===== src/rtl/rimp_pkg.sv =====
package rimp_pkg;

  // ****************************************
  // Processors and posting queue
  // ****************************************
  localparam int          NCPU      = 2;
  localparam int          CPU_W     = 1;
  localparam int          Q_DEPTH   = 4;
  localparam int          QIX_W     = 2;
  localparam logic [2:0]  Q_FULL    = 3'h4;
  localparam logic [2:0]  CPU_QUOTA = 3'h2;

  // ****************************************
  // Mailbox pointer register and mailbox layout
  // ****************************************
  localparam logic [47:0] PTR_IO_ADDR  = 48'h0000_0080_0000;
  localparam int          PTR_LO       = 6;
  localparam int          PTR_HI       = 47;
  localparam int          PTR_W        = 42;
  localparam int          QA_W         = 45;
  localparam logic [5:0]  MB_CMD_OFF   = 6'h00;
  localparam logic [5:0]  MB_ADDR_OFF  = 6'h08;
  localparam logic [5:0]  MB_WDATA_OFF = 6'h10;
  localparam logic [5:0]  MB_RDATA_OFF = 6'h20;
  localparam logic [5:0]  MB_STAT_OFF  = 6'h28;
  localparam int          CMD_LO       = 0;
  localparam int          CMD_W        = 30;
  localparam int          SPECIAL_BIT  = 30;
  localparam int          WRITE_BIT    = 31;
  localparam int          MASK_LO      = 32;
  localparam int          MASK_W       = 8;
  localparam int          HOSE_LO      = 48;
  localparam int          HOSE_W       = 8;
  localparam int          RDATA_W      = 32;
  localparam int          RB_STAT_W    = 8;

  // ****************************************
  // Processor agent registers (APB byte offsets)
  // ****************************************
  localparam logic [7:0]  A_MEM_IDX  = 8'h00;
  localparam logic [7:0]  A_MEM_LO   = 8'h04;
  localparam logic [7:0]  A_MEM_HI   = 8'h08;
  localparam logic [7:0]  A_PTR_LO   = 8'h0c;
  localparam logic [7:0]  A_PTR_HI   = 8'h10;
  localparam logic [7:0]  A_POST     = 8'h14;
  localparam logic [7:0]  A_STATUS   = 8'h18;
  localparam logic [7:0]  A_RETRIES  = 8'h1c;
  localparam int          HMEM_QW    = 32;
  localparam int          HMEM_IX_W  = 5;

  typedef enum logic [6:0] {
    ST_IDLE  = 7'h01,
    ST_CMD   = 7'h02,
    ST_ADDR  = 7'h04,
    ST_DATA  = 7'h08,
    ST_RMT   = 7'h10,
    ST_RDATA = 7'h20,
    ST_STAT  = 7'h40
  } rimp_eng_t;

  // Quadword address of one mailbox field
  function automatic logic [QA_W-1:0] rimp_qw_addr(input logic [PTR_W-1:0] ptr,
                                                   input logic [5:0]       off);
    return {ptr, off[5:3]};
  endfunction

endpackage


===== src/rtl/rimp_link_if.sv =====
`timescale 1ns/1ns
interface rimp_link_if;
  import rimp_pkg::*;

  logic             post_req;
  logic [CPU_W-1:0] post_cpu;
  logic [47:0]      post_addr;
  logic [63:0]      post_data;
  logic             post_ack;
  logic [CPU_W-1:0] post_ack_cpu;
  logic             post_ok;
  logic             mem_req;
  logic             mem_we;
  logic [QA_W-1:0]  mem_addr;
  logic [63:0]      mem_wdata;
  logic [63:0]      mem_rdata;
  logic             mem_ack;

  modport bridge (
    input  post_req, post_cpu, post_addr, post_data, mem_rdata, mem_ack,
    output post_ack, post_ack_cpu, post_ok, mem_req, mem_we, mem_addr, mem_wdata
  );

  modport cpu (
    output post_req, post_cpu, post_addr, post_data, mem_rdata, mem_ack,
    input  post_ack, post_ack_cpu, post_ok, mem_req, mem_we, mem_addr, mem_wdata
  );
endinterface


===== src/rtl/rimp_bridge.sv =====
// Chosen here: the register offsets and the APB slave port.
`timescale 1ns/1ns
// Notes on behaviour
// RULE1: remote access starts only from pointer write
// RULE2: pointer in bits 47:6, rest zero
// RULE3: mailbox is 64 bytes, 64-byte aligned
// RULE4: pointer written only by store-conditional quadword
// RULE5: accepted post reports success to writer
// RULE6: full resources refuse; processor retries
// RULE7: outcome reaches only the writing processor
// RULE8: one pointer register per remote bus
// RULE9: pointer register decoded in local I/O space
// RULE10: same address for every processor
// RULE11: queue invisible beyond accept or refuse
// RULE12: per-processor share keeps posting fair
// RULE13: no processor can lock others out
// RULE14: mailbox progress independent of DMA/interrupt load
// RULE15: hose select covers 256 hoses
// RULE16: writes take data; reads return data
// RULE17: decode command quadword fields
// RULE18: address at 8, wdata 16, rdata 32
// RULE19: completion quadword at 40, done, error
// RULE20: one bus executes in posting order
// RULE21: fetch address is pointer with six zeros
module rimp_bridge (
  input  wire logic                           pclk,
  input  wire logic                           presetn,
  rimp_link_if.bridge                         lk,
  output logic                                rb_req,
  output logic [rimp_pkg::HOSE_W-1:0]         rb_hose,
  output logic [rimp_pkg::CMD_W-1:0]          rb_cmd,
  output logic                                rb_special,
  output logic                                rb_write,
  output logic [rimp_pkg::MASK_W-1:0]         rb_mask,
  output logic [63:0]                         rb_addr,
  output logic [63:0]                         rb_wdata,
  input  wire logic                           rb_ack,
  input  wire logic                           rb_err,
  input  wire logic [rimp_pkg::RDATA_W-1:0]   rb_rdata,
  input  wire logic [rimp_pkg::RB_STAT_W-1:0] rb_status
);
  import rimp_pkg::*;

  // ****************************************
  // State
  // ****************************************
  typedef struct packed {
    logic [Q_DEPTH-1:0][PTR_W-1:0] q_ptr;
    logic [Q_DEPTH-1:0][CPU_W-1:0] q_cpu;
    logic [QIX_W-1:0]              wr_ix;
    logic [QIX_W-1:0]              rd_ix;
    logic [2:0]                    count;
    logic [NCPU-1:0][2:0]          share;
    logic                          ack;
    logic                          ok;
    logic [CPU_W-1:0]              ack_cpu;
    rimp_eng_t                     st;
    logic [CPU_W-1:0]              cur_cpu;
    logic [PTR_W-1:0]              ptr;
    logic [63:0]                   cmd;
    logic [63:0]                   raddr;
    logic [63:0]                   wdata;
    logic                          mem_req;
    logic                          mem_we;
    logic [QA_W-1:0]               mem_addr;
    logic [63:0]                   mem_wdata;
    logic                          rb_req;
  } rimp_br_t;

  rimp_br_t s_q;
  rimp_br_t s_d;

  logic take;
  logic hit;
  logic room;
  logic push;
  logic pop;

  // ****************************************
  // Next state
  // ****************************************
  always_comb begin
    s_d = s_q;
    s_d.ack = 1'b0;
    pop = 1'b0;
    // One decision per request; the cycle after an answer is skipped
    take = lk.post_req && !s_q.ack;
    // Decode ignores which processor writes
    hit = (lk.post_addr == PTR_IO_ADDR); // RULE9 RULE10 RULE8 RULE4
    // A processor may hold only its share, so the others always find room
    room = (s_q.count < Q_FULL) && (s_q.share[lk.post_cpu] < CPU_QUOTA); // RULE12 RULE13
    push = take && hit && room; // RULE1 RULE11
    if (take) begin
      s_d.ack = 1'b1;
      s_d.ok = push; // RULE5 RULE6
      s_d.ack_cpu = lk.post_cpu; // RULE7
    end
    if (push) begin
      s_d.q_ptr[s_q.wr_ix] = lk.post_data[PTR_HI:PTR_LO]; // RULE2 RULE21
      s_d.q_cpu[s_q.wr_ix] = lk.post_cpu;
      s_d.wr_ix = s_q.wr_ix + 1'b1;
    end

    // Mailbox engine; it waits on nothing but its own memory and remote ports
    unique case (s_q.st) // RULE14
      ST_IDLE: begin
        if (s_q.count != 3'h0) begin
          // Single FIFO keeps posting order for the bus behind this pointer
          s_d.ptr = s_q.q_ptr[s_q.rd_ix]; // RULE20
          s_d.cur_cpu = s_q.q_cpu[s_q.rd_ix];
          s_d.mem_req = 1'b1;
          s_d.mem_we = 1'b0;
          s_d.mem_addr = rimp_qw_addr(s_q.q_ptr[s_q.rd_ix], MB_CMD_OFF); // RULE21 RULE3
          s_d.st = ST_CMD;
        end
      end
      ST_CMD: begin
        if (lk.mem_ack) begin
          s_d.cmd = lk.mem_rdata; // RULE17
          s_d.mem_addr = rimp_qw_addr(s_q.ptr, MB_ADDR_OFF); // RULE18
          s_d.st = ST_ADDR;
        end
      end
      ST_ADDR: begin
        if (lk.mem_ack) begin
          s_d.raddr = lk.mem_rdata; // RULE18
          if (s_q.cmd[WRITE_BIT]) begin
            s_d.mem_addr = rimp_qw_addr(s_q.ptr, MB_WDATA_OFF); // RULE16
            s_d.st = ST_DATA;
          end else begin
            s_d.mem_req = 1'b0;
            s_d.rb_req = 1'b1;
            s_d.st = ST_RMT;
          end
        end
      end
      ST_DATA: begin
        if (lk.mem_ack) begin
          s_d.wdata = lk.mem_rdata; // RULE18
          s_d.mem_req = 1'b0;
          s_d.rb_req = 1'b1;
          s_d.st = ST_RMT;
        end
      end
      ST_RMT: begin
        if (rb_ack) begin
          s_d.rb_req = 1'b0;
          s_d.mem_req = 1'b1;
          s_d.mem_we = 1'b1;
          // Completion word also prepared here; kept in mem_wdata path below
          s_d.wdata = {{(64 - RB_STAT_W - 2){1'b0}}, rb_status, rb_err, 1'b1}; // RULE19
          if (s_q.cmd[WRITE_BIT]) begin
            s_d.mem_addr = rimp_qw_addr(s_q.ptr, MB_STAT_OFF); // RULE19
            s_d.mem_wdata = {{(64 - RB_STAT_W - 2){1'b0}}, rb_status, rb_err, 1'b1};
            s_d.st = ST_STAT;
          end else begin
            s_d.mem_addr = rimp_qw_addr(s_q.ptr, MB_RDATA_OFF); // RULE18 RULE16
            s_d.mem_wdata = {{(64 - RDATA_W){1'b0}}, rb_rdata};
            s_d.st = ST_RDATA;
          end
        end
      end
      ST_RDATA: begin
        // Data lands before done so done always marks valid fields
        if (lk.mem_ack) begin
          s_d.mem_addr = rimp_qw_addr(s_q.ptr, MB_STAT_OFF); // RULE19
          s_d.mem_wdata = s_q.wdata;
          s_d.st = ST_STAT;
        end
      end
      ST_STAT: begin
        if (lk.mem_ack) begin
          s_d.mem_req = 1'b0;
          s_d.mem_we = 1'b0;
          pop = 1'b1;
          s_d.rd_ix = s_q.rd_ix + 1'b1;
          s_d.st = ST_IDLE;
        end
      end
      default: begin
        s_d.st = ST_IDLE;
        s_d.mem_req = 1'b0;
        s_d.rb_req = 1'b0;
      end
    endcase

    // Occupancy and per-processor shares
    s_d.count = 3'(s_q.count + {2'h0, push} - {2'h0, pop}); // RULE11
    for (int c = 0; c < NCPU; c++) begin
      s_d.share[c] = 3'(s_q.share[c]
                     + {2'h0, push && (lk.post_cpu == CPU_W'(c))}
                     - {2'h0, pop && (s_q.cur_cpu == CPU_W'(c))}); // RULE12
    end
  end

  always_ff @(posedge pclk or negedge presetn) begin
    if (!presetn) begin
      s_q <= '0;
      s_q.st <= ST_IDLE;
    end else begin
      s_q <= s_d;
    end
  end

  // ****************************************
  // Outputs
  // ****************************************
  assign lk.post_ack     = s_q.ack;
  assign lk.post_ok      = s_q.ok;
  assign lk.post_ack_cpu = s_q.ack_cpu;
  assign lk.mem_req      = s_q.mem_req;
  assign lk.mem_we       = s_q.mem_we;
  assign lk.mem_addr     = s_q.mem_addr;
  assign lk.mem_wdata    = s_q.mem_wdata;
  assign rb_req          = s_q.rb_req;
  assign rb_hose         = s_q.cmd[HOSE_LO +: HOSE_W]; // RULE15 RULE17
  assign rb_cmd          = s_q.cmd[CMD_LO +: CMD_W];
  assign rb_special      = s_q.cmd[SPECIAL_BIT];
  assign rb_write        = s_q.cmd[WRITE_BIT];
  assign rb_mask         = s_q.cmd[MASK_LO +: MASK_W];
  assign rb_addr         = s_q.raddr;
  assign rb_wdata        = s_q.wdata;

endmodule


===== src/flat_wrapper.sv =====
// flat-port wrapper written by rule: the top's interface ports become plain ports
module rimp_bridge_flat import rimp_pkg::*;
  (pclk, presetn, rb_req, rb_hose, rb_cmd, rb_special, rb_write, rb_mask, rb_addr, rb_wdata, rb_ack, rb_err, rb_rdata, rb_status, lk_post_req, lk_post_cpu, lk_post_addr, lk_post_data, lk_mem_rdata, lk_mem_ack, lk_post_ack, lk_post_ack_cpu, lk_post_ok, lk_mem_req, lk_mem_we, lk_mem_addr, lk_mem_wdata);
  rimp_link_if lk_i ();
  input  wire logic pclk;
  input  wire logic presetn;
  output logic rb_req;
  output logic [rimp_pkg::HOSE_W-1:0] rb_hose;
  output logic [rimp_pkg::CMD_W-1:0] rb_cmd;
  output logic rb_special;
  output logic rb_write;
  output logic [rimp_pkg::MASK_W-1:0] rb_mask;
  output logic [63:0] rb_addr;
  output logic [63:0] rb_wdata;
  input  wire logic rb_ack;
  input  wire logic rb_err;
  input  wire logic [rimp_pkg::RDATA_W-1:0] rb_rdata;
  input  wire logic [rimp_pkg::RB_STAT_W-1:0] rb_status;
  input wire logic [$bits(lk_i.post_req)-1:0] lk_post_req;
  input wire logic [$bits(lk_i.post_cpu)-1:0] lk_post_cpu;
  input wire logic [$bits(lk_i.post_addr)-1:0] lk_post_addr;
  input wire logic [$bits(lk_i.post_data)-1:0] lk_post_data;
  input wire logic [$bits(lk_i.mem_rdata)-1:0] lk_mem_rdata;
  input wire logic [$bits(lk_i.mem_ack)-1:0] lk_mem_ack;
  output wire logic [$bits(lk_i.post_ack)-1:0] lk_post_ack;
  output wire logic [$bits(lk_i.post_ack_cpu)-1:0] lk_post_ack_cpu;
  output wire logic [$bits(lk_i.post_ok)-1:0] lk_post_ok;
  output wire logic [$bits(lk_i.mem_req)-1:0] lk_mem_req;
  output wire logic [$bits(lk_i.mem_we)-1:0] lk_mem_we;
  output wire logic [$bits(lk_i.mem_addr)-1:0] lk_mem_addr;
  output wire logic [$bits(lk_i.mem_wdata)-1:0] lk_mem_wdata;
  assign lk_i.post_req = lk_post_req;
  assign lk_i.post_cpu = lk_post_cpu;
  assign lk_i.post_addr = lk_post_addr;
  assign lk_i.post_data = lk_post_data;
  assign lk_i.mem_rdata = lk_mem_rdata;
  assign lk_i.mem_ack = lk_mem_ack;
  assign lk_post_ack = lk_i.post_ack;
  assign lk_post_ack_cpu = lk_i.post_ack_cpu;
  assign lk_post_ok = lk_i.post_ok;
  assign lk_mem_req = lk_i.mem_req;
  assign lk_mem_we = lk_i.mem_we;
  assign lk_mem_addr = lk_i.mem_addr;
  assign lk_mem_wdata = lk_i.mem_wdata;
  rimp_bridge u_core (.pclk(pclk), .presetn(presetn), .lk(lk_i), .rb_req(rb_req), .rb_hose(rb_hose), .rb_cmd(rb_cmd), .rb_special(rb_special), .rb_write(rb_write), .rb_mask(rb_mask), .rb_addr(rb_addr), .rb_wdata(rb_wdata), .rb_ack(rb_ack), .rb_err(rb_err), .rb_rdata(rb_rdata), .rb_status(rb_status));
endmodule

===== config.mk =====
export PLATFORM = sky130hd
export DESIGN_NAME = rimp_bridge_flat
export DESIGN_NICKNAME = d
export VERILOG_FILES = /design/src/rtl/rimp_pkg.sv /design/src/rtl/rimp_link_if.sv /design/src/rtl/rimp_bridge.sv /design/src/flat_wrapper.sv
export SDC_FILE = /design/constraint.sdc
export NUM_CORES = 1
export LEC_CHECK = 0
export BUFFER_PORTS_ARGS = -buffer_cell sky130_fd_sc_hd__buf_2
export CAP_MARGIN = 10
export CELL_PAD_IN_SITES_DETAIL_PLACEMENT = 0
export CELL_PAD_IN_SITES_GLOBAL_PLACEMENT = 1
export CORE_UTILIZATION = 48
export DETAILED_ROUTE_END_ITERATION = 10
export HOLD_SLACK_MARGIN = 0.15
export PLACE_DENSITY_LB_ADDON = 0.1
export SYNTH_ARGS = -nofsm -noshare
export SYNTH_HDL_FRONTEND = slang
export SYNTH_SLANG_ARGS = --single-unit
export TNS_END_PERCENT = 5

===== constraint.sdc =====
create_clock -name pclk -period 4.3 [get_ports pclk]
set_clock_uncertainty 0.05 [all_clocks]
set_input_delay 0.645 -clock pclk [delete_from_list [all_inputs] [get_ports pclk]]
set_output_delay 0.645 -clock pclk [all_outputs]
set_load 0.01 [all_outputs]

Word level (Yosys, flattened, before mapping)
Index checks and enable logic that the tools add are counted.
Cells by class
  muxes and demuxes: 45
  $lt $le $gt $ge: 6
  bitwise logic cells: 4
  equal/unequal tests: 17
  add/subtract/negate cells: 8
  reduce and logical (&&, ||, !) cells: 28
Operator list (number)
  64-bit one-hot mux with 2 select lines: 2
  45-bit one-hot mux with 5 select lines: 1
  176-bit 2-to-1 mux: 1
  168-bit bitwise mux: 1
  45-bit 2-to-1 mux: 3
  65-bit 2-to-1 mux: 2
  109-bit 2-to-1 mux: 1
  42-bit binary-select mux with 2-bit select: 1
  42-bit demux with 2-bit select: 1
  42-bit 2-to-1 mux: 2
  50-bit 2-to-1 mux: 1
  7-bit 2-to-1 mux: 7
  7-bit one-hot mux with 7 select lines: 1
  48-bit by 24-bit == test with 1-bit output, second input constant: 1
  47-bit 2-to-1 mux: 1
  7-bit AND reduction: 3
  2-bit inequality test, second input constant: 7
  3-bit by 1-bit adder with 3-bit output: 3
  1-bit logical AND: 9
  1-bit 2-to-1 mux: 9
  3-bit 2-to-1 mux: 3
  3-bit by 1-bit subtractor with 3-bit output: 3
  2-bit AND reduction: 4
  7-bit by 1-bit == test with 1-bit output, second input constant: 1
  31 further kinds: 40
Storage, ports and cells
  output and inout bits: 291
  flip-flop bits (word level): 534

Longest topological paths before layout
Gate-level depths: netlist (run 1).
  word-level depth: 8
  depth in mapped cells: 12

Worst setup path after synthesis (run 1)
No wires, ideal clock.
  kind: input to register
  start: in lk_post_addr[21]
  end: reg u_core.s_q[362] (netlist name)
  cell stages on the path: 9
  data required time: 4.127 ns
  arrival time: 2.801 ns
  setup slack: 1.327 ns
  library setup time: 0.123 ns
  cell sequence: nor4b_1 > nand4_1 > nor4_1 > and2_1 > ha_1 > inv_1 > fa_1 > xnor2_1 > xnor2_1
RTL lines
  start: declaration: RTL line flat_wrapper.sv:21  | input wire logic [$bits(lk_i.post_addr)-1:0] lk_post_addr;
  end: declaration: RTL line rimp_bridge.sv:70  | rimp_br_t s_q;

Worst setup path in the final report (run 1)
  start: reg u_core.s_q[349] (netlist name)
  end: reg u_core.s_q, in the netlist u_core.lk.mem_addr[12]
On the way
  cells in the longest elaborated chain, start to end: 3
  elaborated cells on any way between the ends: 14
  classes of those cells: eq/ne (11); mux (1); reduce/logical (2)
RTL lines
  7-bit by 1-bit == test with 1-bit output (tied with other cells): RTL line rimp_bridge.sv:105  | unique case (s_q.st)
  5-bit nonzero test (no line) (tied with other cells)
  7-bit AND reduction (no line)
Parallel ways exist; a longest one is shown, timed or not.
A chain may end at the register's enable or synchronous reset.

==> results by stage, run 1 <==
Pwr:
- The combinational power share is approximately 28%.
- The portion of total power attributed to the clock network is a little under a third.
- The internal power of the cells totals 10.8 mW.
- For this design the ratio of total power to cell area is ~580 nW/um2.
- In this run the static leakage power is approximately 15 nW.
- The worst-case IR drop observed on VDD is 310 uV.
- The share of total power dissipated in sequential elements is 42.0%.
- The reported net switching power is between 5 and 6 mW.
- The switching part of the total power is 32.2%.
- The total power of the final layout is 15.9 mW.

Global routing:
- The initial antenna violation count came to 11.
- Entering global routing, the biggest net connects 101 pins.
- The global-route wire length before repair is 89500 um.
- The global router's overall resource usage is between 20 and 25%.
- For this run the aggregate overflow at the end of global routing stands at 0.
- The via count of the first global-routing pass is 14800.

Layout:
- In the final design database the tool counted around 2300 nets.
- The leading cell type in the layout, fill and taps excluded is dfrtp_1.
- Cells with a size suffix above 1 make up 49.4% of the layout.
- The area growth from synthesis to layout is 12.2%.
- Counting the fill cells in the layout gives 4374.
- Once layout is done, the placed cells without fillers occupy 27400 um2.
- In the layout the commonest cells are dfrtp_1 (522), buf_2 (490), mux2_2 (374), nand2_1 (171), o21ai_0 (86).

STA:
- The max-slew headroom at the worst pin is 31.4%.
- The final critical path takes up between 70% and 80% of the cycle.
- Setup violations remaining at the end of the flow were counted as 0.
- The minimum period implied by the final worst setup slack is around 3.3 ns.
- Summed over all failing endpoints, the final setup total negative slack is 0 ns.
- The total count of hold-check failures in the final report was 0.
- The achievable clock frequency is 0.302 GHz.
- The transition at the pin with the smallest max-transition slack is 1.03 ns.
- Setup repair after global routing left no endpoint under its margin.
- The number of slew-limit violations in the final report is 0.

Yosys:
- The net count of the mapped netlist is 2128.
- The share of the synthesized area in the top cell type is 53.8%.
- The distinct cell type count after synthesis is 50.
- The share of synthesized flip-flops with an asynchronous set or reset is 100%.
- The gate count of the mapped netlist is 1892.
- The cell type contributing the most total cell area after synthesis is dfrtp_1.
- The mean area per synthesized cell is 12.9 um2.
- Counting flops and latches in the post-synthesis netlist gives 526.
- The number of flops mapped to enable cells by yosys is 0.
- Ranked by total cell area, the synthesized netlist is headed by dfrtp_1 (54%), mux2_2 (17%), buf_4 (8.7%).
- During synthesis, Yosys emitted a total of 0 warnings.
- The predominant post-synthesis flop cell is dfrtp_1.
- The synthesized area is between 20000 and 25000 um2.
- Sequential elements use 53.9% of the synthesized area.

Die:
- Row generation in the floorplan step produced 82 rows.
- The effective utilization at floorplan is roughly half.
- The area enclosed by the die boundary is 51800 um2.
- Measured along the y axis, the die boundary spans 228 um.
- The area of the core region is 50200 um2.
- The I/O pin total is 514.
- In this run the horizontal extent of the chip is about 230 um.

Critical path:
- The worst path required time is 4.73 ns.
- In this run the worst path has a maximum fanout of 67.
- The worst setup path is captured at a flip-flop.
- In this design, the stage delay of the slowest critical-path cell is roughly 0.5 ns.
- The launching element type of the critical path is a flip-flop.
- Walking the worst path, the cells encountered are or3_4, or3_2, buf_4, nand3_2, buf_12, mux2_2, mux2_1.
- The arrival time at the worst endpoint is 3.74 ns.
- The number of cells on the worst reg-to-reg path is 7.
- The critical path in this run is classified as reg2reg.
- The largest individual stage delay along the critical path comes from the cell or3_2.

Drt:
- The final routed wirelength across all metal layers is slightly below 60000 um.
- The DRC violation total after the first TritonRoute iteration is 680.
- The post-detailed-route count of antenna-violating nets is 0.
- The per-cell routed wire length is 21.1 um.
- The overall via count from detail_route is 14600.
- The number of search-and-repair iterations in the first detailed-routing pass is 4.
- The number of vias per cell is around 5.2.
- The residual DRC count is 0.

Clock network:
- Clock tree synthesis inserted a total of 56 buffers.
- The post-CTS setup buffer count is 0.
- The number of hold buffers added after CTS is 1.
- TritonCTS built the clock tree.
- The number of resized instances in the post-cts repair step is 0.
- The maximum clock insertion buffer count is 3.
- After clock tree synthesis, the clock-pin slew on the worst setup and hold paths is 0.07 ns.
- Clock latency on the worst-skew pair, taken at its later pin, is 0.61 ns.
- The cell sitting at the root of the clock tree is a clkbuf_16.
- The H-tree was split into 2 levels.
- The clock net in this run drives a total of about 530 sinks.

Place:
- The detailed placement HPWL is 40300 um.
- In this run the cell area measured after placement is ~26000 um2.
- The count of buffers added on input and output ports is 491.
- At the end of routability-driven placement, the weighted congestion stood at a little over 0.8.

Hold path:
- The hold-critical path depth is 3.
- The class of the tightest hold or removal check is in2reg.

Flow run:
- Across the run, the number of max-cap violations was 0.

Status:
- The run finished with clean final reports.
[per-stage QoR]
step / setup WS, ns / cells / util [%] / hold WS [ns]
5_1_grt: 0.856 / 2810 / 54.6 / 0.228
2_1_floorplan: 1.33 / 1892 / - / 0.299
3_5_place_dp: 0.979 / 2709 / 50.9 / 0.414
6_report: 0.990 / 2812 / 54.7 / 0.241
3_3_place_gp: 0.961 / 2709 / 50.9 / 0.411
4_1_cts: 0.971 / 2806 / 54.6 / 0.203
[cells in the mapped netlist, types with 2 or more instances]
cell type / number
nand4_1: 6
buf_2: 16
or2_2: 2
o2111ai_1: 2
xor2_1: 4
nor3b_1: 4
a22o_1: 32
o21ai_1: 29
nand3_1: 6
nor3_1: 6
inv_1: 18
nand2_1: 176
mux2_2: 374
fa_1: 3
clkbuf_1: 59
o22ai_1: 3
buf_1: 12
xnor2_1: 8
nor2_1: 19
mux4_2: 43
and2_1: 3
o32ai_1: 3
nor2b_1: 25
dfrtp_1: 525
nor4_1: 13
a21o_1: 4
buf_6: 14
nand2b_1: 5
mux2_1: 38
o31ai_1: 2
mux2i_1: 40
ha_1: 10
o21ai_0: 86
o211ai_1: 2
buf_4: 283
or3_1: 3
[per-layer routing]
metal,share of wire [%],track usage (%),vias up
li1,-,-,6727
met1,41,28.7,7393
met2,50,38.6,346
met3,6.8,5.81,99
met4,2.5,7.23,12
met5,0.12,0,-
[critical path, delay by kind of cell, from the launching register on]
family,cells,cell delay [ns]
AND/OR/NAND/NOR,3,1.18
multiplexers,2,0.69
buffers and inverters,2,0.75
flip-flops,1,0.49
[sequential cells by signal (all words and copies together) (netlist names)]
| name | cells |
|---|---|
| u_core.lk.post_ack | 1 |
| u_core.lk.post_ack_cpu | 1 |
| u_core.rb_hose | 8 |
| u_core.rb_write | 1 |
| u_core.lk.mem_wdata | 64 |
| u_core.lk.mem_req | 1 |
| u_core.rb_cmd | 30 |
| u_core.lk.mem_addr | 45 |
| u_core.rb_wdata | 64 |
| u_core.rb_mask | 8 |
| u_core.rb_req | 1 |
| u_core.lk.post_ok | 1 |
| u_core.rb_addr | 64 |
| u_core.s_q | 235 |
| u_core.lk.mem_we | 1 |
| u_core.rb_special | 1 |
[power groups by stage]
stage | combinational [mW] | clock, mW | sequential, mW
2_1_floorplan | 4.01 | 0 | 6.48
6_report | 4.40 | 4.84 | 6.69
3_5_place_dp | 4.47 | 0 | 6.79
4_1_cts | 4.48 | 4.98 | 6.70
5_1_grt | 4.81 | 5.17 | 6.84
3_3_place_gp | 4.44 | 0 | 6.74
[area by class of cell]
cell class	count	area, um2	share of cell area (%)
diodes	6	15.0	0.0548
clock buffers	79	1650	6.02
clock inverters	17	200	0.730
inverters	18	67.6	0.246
multi-input cells	964	8600	31.4
flip-flops and latches	526	13200	48.0
well taps	672	841	3.07
repair buffers	530	2880	10.5
[cells by family after synthesis]
group	after synthesis	share of synthesized area (%)
and+or+nand+nor	275	5.10
adders and majority gates	13	0.758
DFF	526	53.9
xor gates and xnor gates	12	0.430
muxes	495	24.6
AOI/OAI and AO/OA	169	4.19
buffers and inverters	402	11.0
[final timing paths]
check,startpoint,to,slack [ns]
max,u_core.s_q[349],u_core.lk.mem_addr[12],0.99
min in group asynchronous,presetn,u_core.rb_addr[21],0.65
min,lk_mem_rdata[28],u_core.rb_wdata[28],0.24
min reg2reg,u_core.s_q[359],u_core.s_q[359],0.42
max reg2reg,u_core.s_q[349],u_core.lk.mem_addr[12],0.99
max in group asynchronous,presetn,u_core.rb_addr[43],2.44
Note: power is estimated with default switching activity, not from simulation.
==> run 2, diff against run 1 <==
CORE_UTILIZATION = 40   (was 48)
clock period = 2.9 ns   (was 4.3 ns; I/O delays follow)
==> run 2 against run 1 <==
Die area is 20% higher. Via count is 4.1% higher. Highest routed layer unchanged. Non-clock buffer count is 143 higher. Register-to-register slack worse by 0.84 ns. Clock power is 57% higher. Global-route usage is 2.5 points lower. Power is 53% higher. Sequential cell count stayed put. Largest cell class unchanged. Cell area is 6.8% higher. Combinational power is 60% higher. Largest power group unchanged.
==> results by stage, run 2 (same netlist as run 1, synthesis figures left out) <==
Flow run:
- Across the run, the number of max-cap violations was 0.

Place:
- The detailed placement HPWL is ~42000 um.
- The total of buffers placed on input and output ports is 491.
- The final weighted congestion in routability-driven placement is 0.798.

Global routing:
- Entering global routing, the biggest net connects 105 pins.
- The via count of the first global-routing pass is roughly 16000.
- Summed over all layers, the global routing overflow is 0.
- Global routing used about a fifth of the available tracks.
- The global-route wire length before repair is 97800 um.
- The initial antenna violation count is 3.

Drt:
- The final route contains 15200 vias.
- Wires add up to 62500 um.
- Before antenna repair, the detailed router went through 5 iterations.
- After detailed routing, the number of vias per cell comes to 4.94.
- Dividing the detail-routed wire length by the instance count gives 20.3 um.
- The DRC violation total after the first TritonRoute iteration is 597.
- In this run the remaining antenna-violating nets after routing total 0.
- For this run, design rule violations remaining after detail routing come to 0.

Critical path:
- The endpoint identified for the worst register-to-register timing path is u_core.lk.mem_addr[44].
- The critical path start-end classification is reg2reg.
- The worst reg-to-reg path cell count is 6.
- For the worst setup path, the data arrival time is ~3.2 ns.
- The worst register-to-register path begins at u_core.s_q[349].
- The family with the most delay on the worst path is simple AND/OR/NAND/NOR gates.
- For flop-to-flop paths, the worst setup slack is 0.15 ns.
- In this design, the stage delay of the slowest critical-path cell is 0.60 ns.
- The worst setup path is launched from a flip-flop.
- The worst setup path is captured at a flip-flop.
- At the worst endpoint, the required time is between 3 and 4 ns.
- Among all stages on the critical path, the largest delay is contributed by or3_2.
- The biggest fanout along the worst timing path is 45.
- The signal on the critical path passes through or3_4, or3_2, nand3_2, o2111a_2, buf_12, mux2_2.
- Counting both buffers and inverters, the worst setup path holds a total of 1.

STA:
- For the pin with the worst max-slew slack, the measured transition is 0.949 ns.
- Counting I/O delays and the setup requirement, the final critical path takes 2.75 ns.
- The number of slew-limit violations in the final report came to 0.
- The achievable clock frequency is 0.363 GHz.
- Setup repair after global routing left no endpoint under its margin.
- The setup total negative slack is 0 ns.
- In the finished design, the share of the clock period the worst path needs comes to 94.9%.
- The final-report setup violation count is 0.
- Headroom to the max-slew limit came out at 36.7%.
- The total count of hold-check failures in the final report is 0.

Clock network:
- The insertion delay of the later-clocked pin in the worst-skew pair is approximately 0.62 ns.
- CTS built an H-tree with a depth of 2.
- The maximum clock insertion buffer count is 3.
- TritonCTS built the clock tree.
- After clock tree synthesis, the clock-pin slew on the worst setup and hold paths is 0.06 ns.
- The number of buffers inserted during clock tree synthesis is 59.
- The tree is rooted in a clkbuf_16.
- The tree built by TritonCTS fans out to around 530 sinks.

Pwr:
- The areal power density over the cells is 834 nW/um2.
- The leakage power summed over all cells is 15.4 nW.
- VDD sags by at most 543 uV.

Hold path:
- Counting instances, the worst hold path has a depth of 4.
- The class of the tightest hold or removal check is in2reg.
- The path with the worst hold slack has its endpoint at u_core.lk.mem_wdata[17].
- The startpoint of the tightest hold check path is rb_rdata[17].

Die:
- The cell row count is 90.
- The area enclosed by the die boundary is 62100 um2.
- Once the floorplan was initialized, standard cells occupied around two fifths of the core.
- The total area inside the core boundary comes to around 60000 um2.
- The height of the die is 249 um.
- The I/O pin total is 514.
- The width of the die is 249 um.

Status:
- The flow ran to the end, and the final reports show no timing, DRC or antenna violations.

Layout:
- The register with the most flip-flops in the final layout is u_core.s_q.
- The library cell used most frequently in the layout, excluding fill and tap cells, is dfrtp_1.
- After the last flow step, the layout net total stands at 2478.
- The fraction of final layout cells with drive strength greater than 1 is 47.2%.
- The flip-flop count of the largest register after layout is 235.
- The area growth from synthesis to layout is 19.9%.
- In the layout the commonest cells are dfrtp_1 (522), buf_2 (490), mux2_2 (374), nand2_1 (171), dlygate4sd3_1 (129).
- Cells fill 48.5% of the core in the end.
## run 2: cell types whose count changed in the layout (fill, tap and decap cells not counted), sizes merged
cell         delta
dlygate4sd3   +128
buf            +15
clkbuf         +15
clkinv          -4
diode           -4
bufinv          -2
clkinvlp        +1
inv             +1
## run 2: worst max-delay path by stage
| stage | slack, ns | start | endpoint | depth (start not counted) |
|---|---|---|---|---|
| floorplan | 0.14 | lk_post_addr[21] | u_core.s_q[362] | 9 |
| global placement | 0.10 | lk_post_addr[14] | u_core.s_q[359] | 13 |
| detailed placement | 0.02 | lk_post_addr[14] | u_core.s_q[359] | 13 |
| CTS | 0.15 | u_core.s_q[349] | u_core.lk.mem_addr[44] | 6 |
| global route | 0.01 | u_core.s_q[365] | u_core.s_q[359] | 10 |
| finish | 0.15 | u_core.s_q[349] | u_core.lk.mem_addr[44] | 6 |
## run 2: tightest hold or removal path, delay by kind of cell
family                 cells  cell delay [ns]
buffers and inverters      1             0.07
AND/OR/NAND/NOR            1             0.11
AO/OA/AOI/OAI              1             0.11
multiplexers               1             0.07
## run 2: repair_timing
| action | CTS | global route |
|---|---|---|
| setup buffers | 0 | 0 |
| gates resized for setup | 0 | 0 |
| hold endpoints to repair | 430 | 0 |
| hold buffers | 129 | 0 |
| setup endpoints to repair | 0 | 0 |
## run 2: layout make-up
cell class / count / area (um2)
Sequential cell: 526 / 13200
Tap cell: 782 / 978
Inverter: 18 / 67.6
Timing Repair Buffer: 673 / 4430
Antenna cell: 2 / 5.00
Clock inverter: 13 / 133
Multi-Input combinational cell: 964 / 8610
Clock buffer: 94 / 1880
Fill cell: 5439 / 31100
## run 2: per-layer routing
metal	vias to the layer above	share of wire (%)	wire length (um)	track usage, %
met3	95	4.8	3010	3.86
li1	7025	-	-	-
met2	344	49	30900	34.8
met5	-	0.050	31	0
met1	7702	43	27000	26.1
met4	4	2.5	1540	6.17
## run 2: through the flow
| stage | setup WS, ns | cells | area [um2] | total power [mW] | hold slack [ns] |
|---|---|---|---|---|---|
| 6_report | 0.147 | 3072 | 29300 | 24.4 | 0.179 |
| 5_1_grt | 0.0117 | 3070 | 29300 | 25.8 | 0.192 |
| 4_1_cts | 0.150 | 3070 | 29300 | 24.9 | 0.153 |
| 3_5_place_dp | 0.0197 | 2834 | 26000 | 17.0 | 0.353 |
| 3_3_place_gp | 0.103 | 2834 | 26000 | 16.8 | 0.350 |
| 2_1_floorplan | 0.137 | 1892 | 24400 | 15.5 | 0.0894 |
## run 2: where the power goes
part / leakage, nW / switching (mW) / internal, mW
clock: 1.00 / 3.02 / 4.59
combinational: 7.32 / 3.90 / 3.13
sequential: 7.11 / 0.932 / 8.85
